===== src/inc/hml_pkg.sv =====
// Package for the haptic mode and loop configuration bank: offsets, fields, reset values, codes
package hml_pkg;
    localparam logic [7:0] HML_TRIG_MODE_OFS = 8'h07;
    localparam logic [7:0] HML_ACT_LOOP_OFS = 8'h08;
    localparam logic [7:0] HML_TRIG_MODE_RST = 8'h44;
    localparam logic [7:0] HML_ACT_LOOP_RST = 8'h88;
    // trigger_and_mode_config fields
    localparam int HML_BCAST_BIT = 7;
    localparam int HML_AVG_OFF_BIT = 6;
    localparam int HML_COMP_LSB = 4;
    localparam int HML_PIN_FUNC_LSB = 2;
    localparam int HML_MODE_LSB = 0;
    // actuator_loop_config fields
    localparam int HML_ACT_TYPE_BIT = 7;
    localparam int HML_OPEN_LOOP_BIT = 6;
    localparam int HML_HYBRID_BIT = 5;
    localparam int HML_BRAKE_OL_BIT = 4;
    localparam int HML_BRAKE_STBY_BIT = 3;
    localparam int HML_SLOPE_BIT = 2;
    // Shared broadcast target address
    localparam logic [6:0] HML_BCAST_ADDR = 7'h58;
    // Drift compensation in percent per code
    localparam logic [6:0] HML_COMP_PCT0 = 7'h00;
    localparam logic [6:0] HML_COMP_PCT1 = 7'h02;
    localparam logic [6:0] HML_COMP_PCT2 = 7'h04;
    localparam logic [6:0] HML_COMP_PCT3 = 7'h05;
    localparam int HML_AVG_DEPTH = 4;
    localparam int HML_AVG_SHIFT = 2;
    localparam logic [3:0] HML_BITS_PER_BYTE = 4'h8;

    typedef enum logic [1:0] {
        HML_PIN_PULSE = 2'h0,
        HML_PIN_LEVEL = 2'h1,
        HML_PIN_IRQ = 2'h2,
        HML_PIN_RSVD = 2'h3
    } hml_pin_func_t;

    typedef enum logic [1:0] {
        HML_MODE_REALTIME = 2'h0,
        HML_MODE_SEQUENCER = 2'h1,
        HML_MODE_DIAG = 2'h2,
        HML_MODE_CALIB = 2'h3
    } hml_mode_t;

    typedef struct packed {
        hml_mode_t mode;
        logic resonant_actuator;
        logic open_loop;
        logic hybrid_loop;
        logic open_loop_brake;
        logic brake_before_standby;
        logic input_slope_check;
    } hml_cfg_t;
endpackage : hml_pkg


===== src/rtl/hml_period_avg.sv =====
// Resonance period reporting with optional four-sample averaging
`timescale 1ns/100ps
module hml_period_avg
    import hml_pkg::*;
#(
    parameter int PW = 10
) (
    input wire logic ref_clk, // Core clock
    input wire logic reset, // Asynchronous reset, active high
    input wire logic period_valid, // New measured period this cycle
    input wire logic [PW-1:0] period_in, // Measured period
    input wire logic resonance_average_off, // 1: report last period only
    output logic [PW-1:0] resonance_period_report // Reported period
);
    logic [PW-1:0] history [HML_AVG_DEPTH];
    logic [PW+1:0] sum;

    // History starts all zeros, so early averages read low on purpose
    always_ff @(posedge ref_clk or posedge reset) begin
        if (reset) begin
            for (int i = 0; i < HML_AVG_DEPTH; i++) begin
                history[i] <= '0;
            end
        end else if (period_valid) begin
            history[0] <= period_in;
            for (int i = 1; i < HML_AVG_DEPTH; i++) begin
                history[i] <= history[i-1];
            end
        end
    end

    always_comb begin
        sum = '0;
        for (int i = 0; i < HML_AVG_DEPTH; i++) begin
            sum = sum + {2'b00, history[i]};
        end
    end

    always_ff @(posedge ref_clk or posedge reset) begin
        if (reset) begin
            resonance_period_report <= '0;
        end else if (resonance_average_off) begin
            resonance_period_report <= history[0];
        end else begin
            resonance_period_report <= sum[PW+1:HML_AVG_SHIFT];
        end
    end
endmodule : hml_period_avg


===== src/rtl/hml_config.sv =====
// Trigger/mode and actuator/loop configuration registers with serial target and process control
`timescale 1ns/100ps
module hml_config
    import hml_pkg::*;
#(
    parameter logic [6:0] OWN_ADDR = 7'h2A, // Arbitrary default target address
    parameter int PW = 10
) (
    input wire logic ref_clk, // Core clock, 250 MHz
    input wire logic reset, // Asynchronous reset, active high
    input wire logic scl_in, // Serial clock level
    input wire logic sda_in, // Serial data level
    output logic sda_oe, // High pulls serial data low
    input wire logic trigger_interrupt_pin_in, // Trigger pin level
    output logic trigger_interrupt_pin_oe, // High pulls trigger pin low
    input wire logic irq_request, // Interrupt condition from status logic
    input wire logic go_write, // Launch bit written this cycle
    input wire logic go_value, // Value written to launch bit
    input wire logic process_done, // Running process finished
    input wire logic standby_timer, // Idle timer asks for standby
    input wire logic actuator_moving, // Actuator still in motion
    input wire logic brake_done, // Braking has finished
    input wire logic period_valid, // Measured period strobe
    input wire logic [PW-1:0] period_in, // Measured resonance period
    input wire logic [7:0] drive_level_in, // Uncompensated drive level
    output logic [7:0] drive_level_out, // Compensated drive level
    output logic [PW-1:0] resonance_period_report, // Reported resonance period
    output hml_cfg_t cfg, // Decoded configuration
    output logic process_run, // Process executing
    output logic brake_active // Braking before standby
);
    typedef enum logic [2:0] {
        HML_I_IDLE = 3'b000,
        HML_I_ADDR = 3'b001,
        HML_I_ACK = 3'b011,
        HML_I_WRITE = 3'b010,
        HML_I_READ = 3'b110,
        HML_I_RACK = 3'b111
    } hml_i2c_st_t;

    typedef enum logic [1:0] {
        HML_P_STANDBY = 2'b00,
        HML_P_RUN = 2'b01,
        HML_P_BRAKE = 2'b11
    } hml_proc_st_t;

    logic [7:0] trigger_and_mode_config;
    logic [7:0] actuator_loop_config;
    hml_i2c_st_t i2c_st;
    hml_proc_st_t proc_st;
    logic scl_prev, sda_prev, pin_prev;
    logic [7:0] shift, ptr;
    logic [3:0] bit_cnt;
    logic rw, first, nack, ack_drive;
    logic wr_pulse;
    logic [7:0] wr_addr, wr_data, rd_data;
    logic start_cond, stop_cond, scl_rise, scl_fall, addr_hit;
    logic func_change, mode_change;
    logic start_req, cancel_req, stby_req;
    hml_pin_func_t pin_func;
    logic [6:0] pct;
    logic [14:0] comp_prod;
    logic [8:0] comp_sum;

    assign start_cond = scl_in && scl_prev && sda_prev && !sda_in;
    assign stop_cond = scl_in && scl_prev && !sda_prev && sda_in;
    assign scl_rise = scl_in && !scl_prev;
    assign scl_fall = !scl_in && scl_prev;
    assign addr_hit = (shift[7:1] == OWN_ADDR) ||
        (trigger_and_mode_config[HML_BCAST_BIT] && shift[7:1] == HML_BCAST_ADDR);

    always_ff @(posedge ref_clk or posedge reset) begin
        if (reset) begin
            scl_prev <= 1'b1;
            sda_prev <= 1'b1;
            pin_prev <= 1'b0;
        end else begin
            scl_prev <= scl_in;
            sda_prev <= sda_in;
            pin_prev <= trigger_interrupt_pin_in;
        end
    end

    always_comb begin
        case (ptr)
            HML_TRIG_MODE_OFS: rd_data = trigger_and_mode_config;
            HML_ACT_LOOP_OFS: rd_data = actuator_loop_config;
            default: rd_data = 8'h00;
        endcase
    end

    // Serial target: bytes after the address are a register pointer then data, pointer auto-increments
    always_ff @(posedge ref_clk or posedge reset) begin
        if (reset) begin
            i2c_st <= HML_I_IDLE;
            shift <= 8'h00;
            ptr <= 8'h00;
            bit_cnt <= 4'h0;
            rw <= 1'b0;
            first <= 1'b0;
            nack <= 1'b0;
            ack_drive <= 1'b0;
            wr_pulse <= 1'b0;
            wr_addr <= 8'h00;
            wr_data <= 8'h00;
        end else begin
            wr_pulse <= 1'b0;
            if (start_cond) begin
                i2c_st <= HML_I_ADDR;
                bit_cnt <= 4'h0;
                ack_drive <= 1'b0;
            end else if (stop_cond) begin
                i2c_st <= HML_I_IDLE;
                ack_drive <= 1'b0;
            end else begin
                case (i2c_st)
                    HML_I_ADDR, HML_I_WRITE: begin
                        if (scl_rise) begin
                            shift <= {shift[6:0], sda_in};
                            bit_cnt <= bit_cnt + 4'h1;
                        end else if (scl_fall && bit_cnt == HML_BITS_PER_BYTE) begin
                            bit_cnt <= 4'h0;
                            if (i2c_st == HML_I_ADDR) begin
                                if (addr_hit) begin
                                    ack_drive <= 1'b1;
                                    rw <= shift[0];
                                    first <= 1'b1;
                                    i2c_st <= HML_I_ACK;
                                end else begin
                                    i2c_st <= HML_I_IDLE;
                                end
                            end else begin
                                ack_drive <= 1'b1;
                                i2c_st <= HML_I_ACK;
                                if (first) begin
                                    ptr <= shift;
                                    first <= 1'b0;
                                end else begin
                                    wr_pulse <= 1'b1;
                                    wr_addr <= ptr;
                                    wr_data <= shift;
                                    ptr <= ptr + 8'h01;
                                end
                            end
                        end
                    end
                    HML_I_ACK: begin
                        if (scl_fall) begin
                            ack_drive <= 1'b0;
                            bit_cnt <= 4'h0;
                            if (rw) begin
                                shift <= rd_data;
                                i2c_st <= HML_I_READ;
                            end else begin
                                i2c_st <= HML_I_WRITE;
                            end
                        end
                    end
                    HML_I_READ: begin
                        if (scl_rise) begin
                            bit_cnt <= bit_cnt + 4'h1;
                        end else if (scl_fall) begin
                            if (bit_cnt == HML_BITS_PER_BYTE) begin
                                ptr <= ptr + 8'h01;
                                i2c_st <= HML_I_RACK;
                            end else begin
                                shift <= {shift[6:0], 1'b0};
                            end
                        end
                    end
                    HML_I_RACK: begin
                        if (scl_rise) begin
                            nack <= sda_in;
                        end else if (scl_fall) begin
                            bit_cnt <= 4'h0;
                            shift <= rd_data;
                            i2c_st <= nack ? HML_I_IDLE : HML_I_READ;
                        end
                    end
                    default: i2c_st <= HML_I_IDLE;
                endcase
            end
        end
    end

    assign sda_oe = ack_drive || (i2c_st == HML_I_READ && !shift[7]);

    always_ff @(posedge ref_clk or posedge reset) begin
        if (reset) begin
            trigger_and_mode_config <= HML_TRIG_MODE_RST;
            actuator_loop_config <= HML_ACT_LOOP_RST;
        end else if (wr_pulse) begin
            if (wr_addr == HML_TRIG_MODE_OFS) begin
                trigger_and_mode_config <= wr_data;
            end
            if (wr_addr == HML_ACT_LOOP_OFS) begin
                actuator_loop_config <= wr_data;
            end
        end
    end

    assign pin_func = hml_pin_func_t'(trigger_and_mode_config[HML_PIN_FUNC_LSB +: 2]);
    assign func_change = wr_pulse && wr_addr == HML_TRIG_MODE_OFS &&
        wr_data[HML_PIN_FUNC_LSB +: 2] != trigger_and_mode_config[HML_PIN_FUNC_LSB +: 2];
    assign mode_change = wr_pulse && wr_addr == HML_TRIG_MODE_OFS &&
        wr_data[HML_MODE_LSB +: 2] != trigger_and_mode_config[HML_MODE_LSB +: 2];

    // Code 3 is reserved; pin and launch bit neither start nor stop anything, only the standby timer, process_done or a pin-function or mode change still ends a run
    always_comb begin
        start_req = 1'b0;
        cancel_req = 1'b0;
        stby_req = standby_timer;
        case (pin_func)
            HML_PIN_PULSE: begin
                start_req = (trigger_interrupt_pin_in && !pin_prev) || (go_write && go_value);
                cancel_req = go_write && !go_value;
            end
            HML_PIN_LEVEL: begin
                start_req = trigger_interrupt_pin_in;
                stby_req = standby_timer || !trigger_interrupt_pin_in;
            end
            HML_PIN_IRQ: begin
                start_req = go_write && go_value;
                cancel_req = go_write && !go_value;
            end
            default: begin
                start_req = 1'b0;
            end
        endcase
    end

    always_ff @(posedge ref_clk or posedge reset) begin
        if (reset) begin
            proc_st <= HML_P_STANDBY;
        end else begin
            case (proc_st)
                HML_P_STANDBY: begin
                    if (start_req && !func_change && !mode_change) begin
                        proc_st <= HML_P_RUN;
                    end
                end
                HML_P_RUN: begin
                    if (func_change || mode_change || cancel_req || process_done) begin
                        proc_st <= HML_P_STANDBY;
                    end else if (stby_req) begin
                        proc_st <= (actuator_loop_config[HML_BRAKE_STBY_BIT] && actuator_moving) ?
                            HML_P_BRAKE : HML_P_STANDBY;
                    end
                end
                HML_P_BRAKE: begin
                    if (brake_done || !actuator_moving || func_change || mode_change) begin
                        proc_st <= HML_P_STANDBY;
                    end
                end
                default: proc_st <= HML_P_STANDBY;
            endcase
        end
    end

    assign process_run = proc_st == HML_P_RUN;
    assign brake_active = proc_st == HML_P_BRAKE;
    assign trigger_interrupt_pin_oe = pin_func == HML_PIN_IRQ && irq_request;

    assign cfg.mode = hml_mode_t'(trigger_and_mode_config[HML_MODE_LSB +: 2]);
    assign cfg.resonant_actuator = actuator_loop_config[HML_ACT_TYPE_BIT];
    assign cfg.open_loop = actuator_loop_config[HML_OPEN_LOOP_BIT];
    assign cfg.hybrid_loop = actuator_loop_config[HML_HYBRID_BIT];
    assign cfg.open_loop_brake = actuator_loop_config[HML_BRAKE_OL_BIT];
    assign cfg.brake_before_standby = actuator_loop_config[HML_BRAKE_STBY_BIT];
    assign cfg.input_slope_check = actuator_loop_config[HML_SLOPE_BIT];

    always_comb begin
        case (trigger_and_mode_config[HML_COMP_LSB +: 2])
            2'h0: pct = HML_COMP_PCT0;
            2'h1: pct = HML_COMP_PCT1;
            2'h2: pct = HML_COMP_PCT2;
            default: pct = HML_COMP_PCT3;
        endcase
    end

    assign comp_prod = drive_level_in * pct;
    assign comp_sum = {1'b0, drive_level_in} + 9'(comp_prod / 15'd100);

    // Saturates rather than wrapping so full drive never flips to near zero
    always_ff @(posedge ref_clk or posedge reset) begin
        if (reset) begin
            drive_level_out <= 8'h00;
        end else begin
            drive_level_out <= comp_sum[8] ? 8'hFF : comp_sum[7:0];
        end
    end

    hml_period_avg #(.PW(PW)) u_period_avg (
        .ref_clk(ref_clk),
        .reset(reset),
        .period_valid(period_valid),
        .period_in(period_in),
        .resonance_average_off(trigger_and_mode_config[HML_AVG_OFF_BIT]),
        .resonance_period_report(resonance_period_report)
    );
endmodule : hml_config


===== config.mk =====
export PLATFORM = sky130hd
export DESIGN_NAME = hml_config
export DESIGN_NICKNAME = d
export VERILOG_FILES = /design/src/inc/hml_pkg.sv /design/src/rtl/hml_period_avg.sv /design/src/rtl/hml_config.sv
export SDC_FILE = /design/constraint.sdc
export NUM_CORES = 1
export LEC_CHECK = 0
export BUFFER_PORTS_ARGS = -buffer_cell sky130_fd_sc_hd__buf_4
export CELL_PAD_IN_SITES_DETAIL_PLACEMENT = 0
export CELL_PAD_IN_SITES_GLOBAL_PLACEMENT = 2
export CORE_MARGIN = 4
export CORE_UTILIZATION = 25
export DETAILED_ROUTE_END_ITERATION = 16
export GPL_TIMING_DRIVEN = 0
export PLACE_DENSITY = 0.58
export SLEW_MARGIN = 10
export SYNTH_ARGS = -nofsm -noshare
export SYNTH_HDL_FRONTEND = slang
export SYNTH_HIERARCHICAL = 1
export SYNTH_SLANG_ARGS = --single-unit

===== constraint.sdc =====
create_clock -name ref_clk -period 11.65 [get_ports ref_clk]
set_input_delay 2.33 -clock ref_clk [delete_from_list [all_inputs] [get_ports ref_clk]]
set_output_delay 2.33 -clock ref_clk [all_outputs]
set_load 0.02 [all_outputs]

======== Word level (Yosys, flattened, before mapping) ========
Cells that the tools add are included.
operators by class
  add/sub/neg operators ................... 6
  $mul .................................... 1
  divide/modulo/power cells ............... 1
  eq/ne operators ......................... 49
  muxes and demuxes ....................... 69
  bitwise gates (word level) .............. 5
  reduce and logical (&&, ||, !) cells .... 62
operator list
  kind                     number
  $mux W8                  16
  $mux W3                  13
  $ne A4 B4 Y1 const B     9
  $pmux W8 S2              2
  $pmux W8 S4              1
  $ne A2 B2 Y1 const B     15
  $mux W4                  7
  $add A12 B10 Y12         2
  $logic_and A1 B1 Y1      20
  $mux W1                  17
  $eq A8 B3 Y1 const B     2
  $eq A8 B4 Y1 const B     2
  $pmux W4 S4              1
  $div A15 B7 Y15 const B  1
  $mul A8 B7 Y15           1
  $reduce_and A7 Y1        2
  $mux W2                  6
  $pmux W3 S4              1
  $add A10 B10 Y11         1
  $logic_not A1 Y1         11
  $reduce_and A11 Y1       1
  $logic_or A1 B1 Y1       10
  $mux W10                 1
  $reduce_and A5 Y1        2
  32 further kinds         49
storage, ports and cells
  register bits after elaboration ......... 123
  input bits .............................. 31
  output and inout port bits .............. 30
  word-level logic and storage cells ...... 216

======== Longest topological paths before layout ========
Gate-level depths: netlist (run 1).
  depth in word-level cells ............... 10
  depth in mapped cells ................... 28
  depth with buffers taken out ............ 25

======== Modules after synthesis ========
The synthesis (run 1) kept the hierarchy.
by module, submodules not included
  module          times used  cells each  area an instance (µm²)  seq. area each (µm²)
  hml_config      1           574         5386.4                  1834.3
  hml_period_avg  1           300         2834.0                  1251.2

======== Least setup slack after synthesis (run 1) ========
Ideal clock, no wire load.
  kind .................................... input-to-reg
  start ................................... input port drive_level_in[0]
  end ..................................... register drive_level_out[7]
  library setup time ...................... 0.124 ns
  data arrival time ....................... 7.259 ns
  required time ........................... 11.526 ns
  slack ................................... 4.267 ns
  stages on the path ...................... 23
  buffers on the path ..................... 0
  cells stage by stage .................... and2_1 -> fa_1 -> ha_1 -> fa_1 -> a211oi_1 -> nor2_1 -> a221oi_4 -> nor3_4 -> o211a_1 -> o31ai_4 -> nand3_2 -> and3_1 -> o311ai_1 -> o311ai_1 -> ha_1 -> fa_1 -> a21oi_1 -> nor2_1 -> nor2_1 -> inv_1 -> a21oi_1 -> nand2_1 -> o31a_1
between the ends
  word-level cells in the longest chain between the ends .. 4
RTL lines
  what                  RTL line           source
  start, declared       hml_config.sv:25   input wire logic [7:0] drive_level_in,
  $mul A8 B7 Y15        hml_config.sv:281  assign comp_prod = drive_level_in * pct;
  $div A15 B7 Y15       hml_config.sv:282  assign comp_sum = {1'b0, drive_level_in} + 9'(comp_prod / 15'd100);
  $add A8 B9 Y9 *       hml_config.sv:282
  $mux W8 *             hml_config.sv:289  drive_level_out <= comp_sum[8] ? 8'hFF : comp_sum[7:0];
  end signal, assigned  hml_config.sv:289
  end, declared         hml_config.sv:26   output logic [7:0] drive_level_out,
Every way passes the cells marked *; elsewhere a longest branch is shown, timed or not.
A chain may end at the register's enable or synchronous reset.

======== Final worst setup path (run 1) ========
  start ................................... input port drive_level_in[0]
  end ..................................... register drive_level_out[1]
The elaborated chain is that of the path after synthesis.

==> out/summary.log, run 1 <==
INFO  min_path       min_from=u_period_avg/history[13]
INFO  min_path       hold_path_class=reg -> reg
INFO  place          io_buffers=59
INFO  cells_and_area post_layout_instance_count_excluding_filler_cells=1,410
INFO  logic_synthesis mappedNetlistNets=961
INFO  min_path       holdPathStages=2
INFO  pwr            powerDensity=143.6mW/mm²
INFO  grt            grt-ovfl-total=0
INFO  cts            postCtsSetupBuffers=0
INFO  logic_synthesis post_synth_main_area_contributors=sky130_fd_sc_hd__dfrtp_1, sky130_fd_sc_hd__fa_1, sky130_fd_sc_hd__mux2_2
INFO  place          detailed_place.area=0.009285mm²
INFO  logic_synthesis yosys-top-cells-count=sky130_fd_sc_hd__dfrtp_1, sky130_fd_sc_hd__nand2_1, sky130_fd_sc_hd__inv_1, sky130_fd_sc_hd__o21ai_0, sky130_fd_sc_hd__a21oi_1
INFO  floorplanning  rows=66
INFO  timing         final-setup-viol-count=0
INFO  grt            grt_start_max_net_pins=56
INFO  critical_path  critical-path-max-stage-delay=0.52ns
INFO  run            max_capacitance_violation_total=0
INFO  cells_and_area fin_area=0.009823mm²
INFO  drt            number_of_routed_nets_with_antenna_violations=0
INFO  floorplanning  die_area=0.03585mm²
INFO  drt            dr.first_iter.drc_count=329
INFO  place          place_inst=1,378
INFO  logic_synthesis post_synth_num_cell_types=89
INFO  floorplanning  boundary_pin_count=61
INFO  timing         transition_at_the_pin_with_the_smallest_max_transition_slack=1.258ns
INFO  cts            postCtsResizedCells=0
INFO  timing         worst_hold_slack=0.4785ns
INFO  grt            number_of_global_route_vias_before_repair=6,951
INFO  min_path       hold-path-endpoint=u_period_avg/history[3]
INFO  drt            routed_wirelength=22.72mm
INFO  critical_path  cp_max_fo=7
INFO  logic_synthesis yosys_most_used_dff=sky130_fd_sc_hd__dfrtp_1
INFO  logic_synthesis synth_top_area_cell=sky130_fd_sc_hd__dfrtp_1
INFO  cts            cts_num_sinks=123
INFO  floorplanning  initial_core_util=25.33%
INFO  grt            gr-usage-all-layers=13.22%
INFO  critical_path  crit_required=11.96ns
INFO  cts            cts-buffers-inserted=17
INFO  cts            clk_pin_slew_worst_paths=0.07ns
INFO  logic_synthesis synth_cells=874
INFO  logic_synthesis ys_seq_elements=123
INFO  cells_and_area post_route_cells_drive_above_1_share=20.66%
INFO  critical_path  worstSetupEndpointType=register
INFO  timing         max-slew-margin-rel=15.47%
INFO  drt            via_count=6,631
INFO  logic_synthesis synth_edf_count=0
INFO  grt            grt_first_pass_wirelength=37.95mm
INFO  cts            cts_root_buffer=sky130_fd_sc_hd__clkbuf_16
INFO  cts            insertion_delay=0.43ns
INFO  critical_path  cp_common_cell=sky130_fd_sc_hd__nor2_1
INFO  critical_path  rr_endpoint=drive_level_out[1]
INFO  logic_synthesis post-synth-top-area-fraction=35.62%
INFO  floorplanning  core-area=0.03245mm²
INFO  logic_synthesis asyncSetResetFlopFracSynth=100.0%
INFO  critical_path  critPathSlowestCell=sky130_fd_sc_hd__a221oi_4
INFO  timing         finalClockSkew=0.01295ns
INFO  place          place.gp.congestion=0.7426
INFO  drt            viasPerCell=4.703
INFO  cts            cts_tree=built
INFO  timing         finalSetupTns=0ns
INFO  cts            holdBufCountCts=0
INFO  critical_path  r2r_start=trigger_and_mode_config[4]
INFO  logic_synthesis post_synth_instance_area=0.008220mm²
INFO  critical_path  reg2regPathDepth=26
INFO  timing         final.min_clock_period=7.769ns
INFO  timing         fmax=0.1287GHz
INFO  floorplanning  die_w=189.3µm
INFO  logic_synthesis ys_seq_area_share=37.53%
INFO  cells_and_area layout-area-overhead-vs-synth=19.50%
INFO  run_status     run_status=finished, final reports clean
INFO  place          place_hpwl=17.11mm
INFO  timing         post-route-period-util=66.69%
INFO  grt            grt_antenna_before_repair=0
INFO  cells_and_area diodes=0
INFO  cells_and_area fin_util=30.27%
INFO  critical_path  critical_path_class=in -> reg
INFO  cts            clock_tree.htree_level_count=4
INFO  pwr            vdd_drop_max=0.09225mV
INFO  timing         maxSlewViolCount=0
INFO  critical_path  start_kind=primary input
INFO  cells_and_area num-nets-final=1,042
INFO  critical_path  signal_arrival_time_at_the_worst_endpoint=8.08ns
INFO  timing         final-hold-violation-count=0
INFO  floorplanning  die_boundary_height=189.3µm
INFO  logic_synthesis synthMostInstantiatedCell=sky130_fd_sc_hd__dfrtp_1
INFO  critical_path  r2r_setup_slk=4.65ns
INFO  logic_synthesis post_synth.cell_area_avg=9.405µm²
INFO  drt            number_of_detailed_routing_iterations_run_before_antenna_repair=5
INFO  drt            detail_route.wl_per_cell=16.11µm
INFO  cts            clockBufferDepth=2
INFO  pwr            leakage=0.004546µW
INFO  logic_synthesis synth.yosys.warnings=6
INFO  timing         grt_setup_unrepaired=no
INFO  drt            remaining_drc_errors=0
flip-flops by register name (all words and copies together) (netlist names), 2 cells and up:
register	count
actuator_loop_config	8
bit_cnt	4
drive_level_out	8
i2c_st	3
proc_st	2
ptr	8
shift	8
trigger_and_mode_config	8
u_period_avg/history	40
u_period_avg/resonance_period_report	10
wr_addr	8
wr_data	8
stage by stage:
| stage | setup WS [ns] | total power, µW |
|---|---|---|
| global route | 3.401 | 1514 |
| finish | 3.881 | 1411 |
| floorplan | 4.267 | 797.7 |
| global placement | 3.312 | 934.6 |
| CTS | 3.848 | 1439 |
| detailed placement | 3.415 | 933.1 |
area by class of cell:
cell class	count	area (µm²)
Buffer	40	198.9
Clock buffer	18	439.2
Clock inverter	14	98.84
Fill cell	3493	22630
Inverter	78	295.3
Multi-Input combinational cell	633	4654
Sequential cell	123	3085
Tap cell	442	553.0
Timing Repair Buffer	62	498.0
per-layer routing:
layer  vias up  global-route usage (%)  routed length, µm
met4         0                   4.201                333
met3        25                   2.249                757
met2       113                   21.70              10660
met1      3258                   17.88              10970
li1       3235                       -                  -
met5         -                       0                  0
critical path, delay by kind of cell:
kind            cells  cell delay, ns
buf+inv             2            0.17
simple gates       10            1.34
fa+ha+maj           5            1.87
compound gates      8            2.37
power by group:
| group | leakage (µW) | total (µW) | internal [µW] | switching [µW] |
|---|---|---|---|---|
| Combinational | 0.00270 | 425 | 179 | 245 |
| Sequential | 0.00159 | 493 | 471 | 21.2 |
| Clock | 0.000258 | 494 | 277 | 216 |
| Total | 0.00455 | 1410 | 928 | 483 |
cell usage in the layout (no fill, tap or decap), drive strengths merged, types with 12 or more instances in the layout:
master  instances
dfrtp         117
nand2         107
o21ai          83
inv            80
buf            78
a21oi          47
mux2           44
clkbuf         42
nor2           40
fa             28
ha             28
nand3          21
nor3           20
nor2b          14
and2           12
o31ai          12
a211oi         12
cell families (layout without fill, tap and decap cells):
logic type / after synthesis / after routing / share of synthesized area [%]
buffers and inverters: 118 / 212 / 5.982
AOI/OAI and AO/OA: 238 / 238 / 20.20
and+or+nand+nor: 275 / 275 / 16.99
muxes: 48 / 48 / 6.515
xor gates and xnor gates: 16 / 16 / 1.705
DFF: 123 / 123 / 37.53
adders and majority gates: 56 / 56 / 11.08
worst max-delay path by stage:
stage	start	endpoint	slack [ns]	cells after the start
2_1_floorplan	drive_level_in[0]	drive_level_out[7]	4.27	23
3_3_place_gp	drive_level_in[0]	drive_level_out[1]	3.31	25
3_5_place_dp	drive_level_in[0]	drive_level_out[1]	3.42	25
4_1_cts	drive_level_in[0]	drive_level_out[1]	3.85	25
5_1_grt	drive_level_in[0]	drive_level_out[1]	3.40	25
6_report	drive_level_in[0]	drive_level_out[1]	3.88	25
(Power assumes the default switching activity.)
==> inputs of run 2 (changes only) <==
Settings changed: ABC_AREA set to 1, PLACE_DENSITY 0.58 to 0.61.
Clock period 11.65 ns to 7.5 ns, I/O delays scaled along.
==> run 2 against run 1 <==
- cell area down 3.0%
- wire length shrank 3.8%
- critical path depth is 15 higher
- combinational power up 91%
- sequential share of layout area rose by 0.97 points
- setup slack worse by 2.7 ns
==> out/summary.log, run 2 <==
INFO  run_status     run_status=finished, final reports clean
INFO  logic_synthesis synth_cells=1,010
INFO  logic_synthesis synth_edf_count=0
INFO  cts            clock_tree.htree_level_count=4
INFO  drt            detail_route.wl_per_cell=14.57µm
INFO  drt            dr.first_iter.drc_count=327
INFO  timing         finalSetupTns=0ns
INFO  timing         final-hold-violation-count=0
INFO  pwr            leakage=0.004831µW
INFO  logic_synthesis synth.yosys.warnings=6
INFO  cells_and_area num-nets-final=1,178
INFO  cts            cts_tree=built
INFO  cells_and_area post_layout_instance_count_excluding_filler_cells=1,500
INFO  floorplanning  die_w=186.1µm
INFO  logic_synthesis synth_top_area_cell=sky130_fd_sc_hd__dfrtp_1
INFO  floorplanning  core-area=0.03091mm²
INFO  logic_synthesis asyncSetResetFlopFracSynth=100.0%
INFO  floorplanning  die_boundary_height=186.1µm
INFO  grt            grt_antenna_before_repair=1
INFO  cells_and_area layout-area-overhead-vs-synth=20.15%
INFO  logic_synthesis post_synth.cell_area_avg=7.853µm²
INFO  cells_and_area largest_registers=u_period_avg/history x40, u_period_avg/resonance_period_report x10
INFO  logic_synthesis yosys-top-cells-count=sky130_fd_sc_hd__nand2_1, sky130_fd_sc_hd__inv_1, sky130_fd_sc_hd__dfrtp_1, sky130_fd_sc_hd__o21ai_0, sky130_fd_sc_hd__nor2_1
INFO  critical_path  critical-path-max-stage-delay=0.44ns
INFO  cts            cts_num_sinks=123
INFO  cts            clockBufferDepth=2
INFO  grt            grt_start_max_net_pins=53
INFO  cells_and_area diodes=0
INFO  cts            postCtsSetupBuffers=0
INFO  timing         finalClockSkew=0.01357ns
INFO  floorplanning  initial_core_util=25.66%
INFO  place          place_hpwl=16.68mm
INFO  cells_and_area post_route_cells_drive_above_1_share=14.13%
INFO  pwr            powerDensity=264.8mW/mm²
INFO  cts            cts-buffers-inserted=17
INFO  critical_path  signal_arrival_time_at_the_worst_endpoint=6.61ns
INFO  logic_synthesis synthMostInstantiatedCell=sky130_fd_sc_hd__nand2_1
INFO  min_path       hold_path_class=reg -> reg
INFO  critical_path  start_kind=primary input
INFO  grt            gr-usage-all-layers=13.54%
INFO  grt            number_of_global_route_vias_before_repair=7,011
INFO  drt            via_count=6,561
INFO  floorplanning  rows=64
INFO  timing         grt_setup_unrepaired=no
INFO  logic_synthesis post_synth_instance_area=0.007931mm²
INFO  critical_path  critical_path_class=in -> reg
INFO  place          io_buffers=59
INFO  timing         maxSlewViolCount=0
INFO  timing         fmax=0.1580GHz
INFO  cts            holdBufCountCts=0
INFO  timing         final.min_clock_period=6.330ns
INFO  timing         worst_hold_slack=0.4533ns
INFO  critical_path  cp_common_cell=sky130_fd_sc_hd__nand2_1
INFO  cts            postCtsResizedCells=0
INFO  cells_and_area largest_reg_flops=40
INFO  place          post-place-ws=0.6137ns
INFO  critical_path  crit_required=7.78ns
INFO  pwr            vdd_drop_max=0.1729mV
INFO  timing         max-slew-margin-rel=23.03%
INFO  critical_path  worstSetupEndpointType=register
INFO  logic_synthesis post_synth_main_area_contributors=sky130_fd_sc_hd__dfrtp_1, sky130_fd_sc_hd__nand2_1, sky130_fd_sc_hd__inv_1
INFO  drt            number_of_detailed_routing_iterations_run_before_antenna_repair=5
INFO  timing         setup_slack=1.170ns
INFO  logic_synthesis mappedNetlistNets=1,097
INFO  grt            grt-ovfl-total=0
INFO  cells_and_area layout_commonest_cell=sky130_fd_sc_hd__nand2_1
INFO  cts            cts_root_buffer=sky130_fd_sc_hd__clkbuf_16
INFO  cells_and_area fillCellCount=3,383
INFO  critical_path  critPathSlowestCell=sky130_fd_sc_hd__fa_1
INFO  timing         post-route-period-util=84.40%
INFO  place          place.gp.congestion=0.7555
INFO  floorplanning  die_area=0.03464mm²
INFO  cells_and_area mostFrequentLayoutCells=sky130_fd_sc_hd__nand2_1, sky130_fd_sc_hd__inv_1, sky130_fd_sc_hd__dfrtp_1
INFO  drt            number_of_routed_nets_with_antenna_violations=0
INFO  drt            remaining_drc_errors=0
INFO  logic_synthesis ys_seq_area_share=38.90%
INFO  floorplanning  boundary_pin_count=61
INFO  place          place_inst=1,468
INFO  logic_synthesis ys_seq_elements=123
INFO  timing         transition_at_the_pin_with_the_smallest_max_transition_slack=1.146ns
INFO  cts            clk_pin_slew_worst_paths=0.06ns
INFO  cells_and_area max_flop_register=u_period_avg/history
INFO  drt            routed_wirelength=21.86mm
INFO  run            max_capacitance_violation_total=0
INFO  drt            viasPerCell=4.374
INFO  cts            insertion_delay=0.42ns
INFO  logic_synthesis post-synth-top-area-fraction=36.91%
INFO  logic_synthesis post_synth_num_cell_types=53
INFO  logic_synthesis yosys_most_used_dff=sky130_fd_sc_hd__dfrtp_1
INFO  cells_and_area fin_util=30.83%
INFO  grt            grt_first_pass_wirelength=37.07mm
INFO  timing         final-setup-viol-count=0
INFO  critical_path  cp_max_fo=6
==> run 2: changes by cell type in the layout (fill, tap and decap cells not counted), moves of 12 or more <==
cell                      before  now
sky130_fd_sc_hd__nand3_1      20   42
sky130_fd_sc_hd__o21ai_0      78  113
sky130_fd_sc_hd__inv_1        76  188
sky130_fd_sc_hd__nor2b_1      14    0
sky130_fd_sc_hd__a21oi_1      46   31
sky130_fd_sc_hd__nand2_1     107  228
sky130_fd_sc_hd__and2_1       12    0
sky130_fd_sc_hd__nand2_2       0   15
sky130_fd_sc_hd__nor2_1       38   64
sky130_fd_sc_hd__mux2_2       44    1
==> run 2: final timing paths <==
check	start	end	slack, ns	depth (start not counted)
min in group asynchronous	reset	wr_addr[2]	1.07	2
worst min-delay path	bit_cnt[2]	bit_cnt[2]	0.45	1
max in group asynchronous	reset	actuator_loop_config[3]	5.79	3
worst min register to register	bit_cnt[2]	bit_cnt[2]	0.45	1
worst max register to register	trigger_and_mode_config[5]	drive_level_out[2]	1.43	40
worst max-delay path	drive_level_in[1]	drive_level_out[2]	1.17	40
==> run 2: power by group <==
part | switching [µW] | total (µW) | internal (µW) | leakage [µW]
Combinational | 505 | 810 | 305 | 0.00305
Clock | 307 | 845 | 538 | 0.000288
Sequential | 86.5 | 868 | 781 | 0.00149
==> run 2: cell type report <==
| type | instances | area, µm² | share of cell area (%) |
|---|---|---|---|
| Tap cell | 396 | 495.5 | 5.200 |
| Clock inverter | 8 | 117.6 | 1.234 |
| Buffer | 29 | 145.1 | 1.523 |
| Inverter | 196 | 743.2 | 7.799 |
| Sequential cell | 123 | 3085 | 32.38 |
| Clock buffer | 24 | 471.7 | 4.950 |
| Timing Repair Buffer | 62 | 498.0 | 5.226 |
| Multi-Input combinational cell | 662 | 3973 | 41.69 |
==> run 2: per-stage QoR <==
stage	cell area [µm²]	total power (µW)
global placement	8870	1708
CTS	9523	2580
finish	9529	2523
global route	9529	2756
detailed placement	8934	1708
floorplan	7931	1436
==> run 2: cell families after synthesis <==
family                     after synthesis  synth area share (%)
AOI/OAI and AO/OA                      189                 13.50
xor gates and xnor gates                12                 1.325
adders and majority gates               56                 11.48
buffers and inverters                  225                 11.17
DFF                                    123                 38.90
muxes                                    2                0.2682
and+or+nand+nor                        403                 23.35
==> run 2: worst max-delay path: cells and delay by family <==
family          cells  cell delay (ns)
fa+ha+maj           5             1.67
buf+inv             4             0.30
simple gates       28             2.69
compound gates      3             0.46
==> run 2: per-layer routing <==
metal	global-route usage [%]	vias to the layer above	routed length [µm]
met3	2.853	15	674
met5	0	-	13
met2	21.87	78	9988
met4	3.294	2	262
met1	18.66	3096	10920
li1	-	3370	-
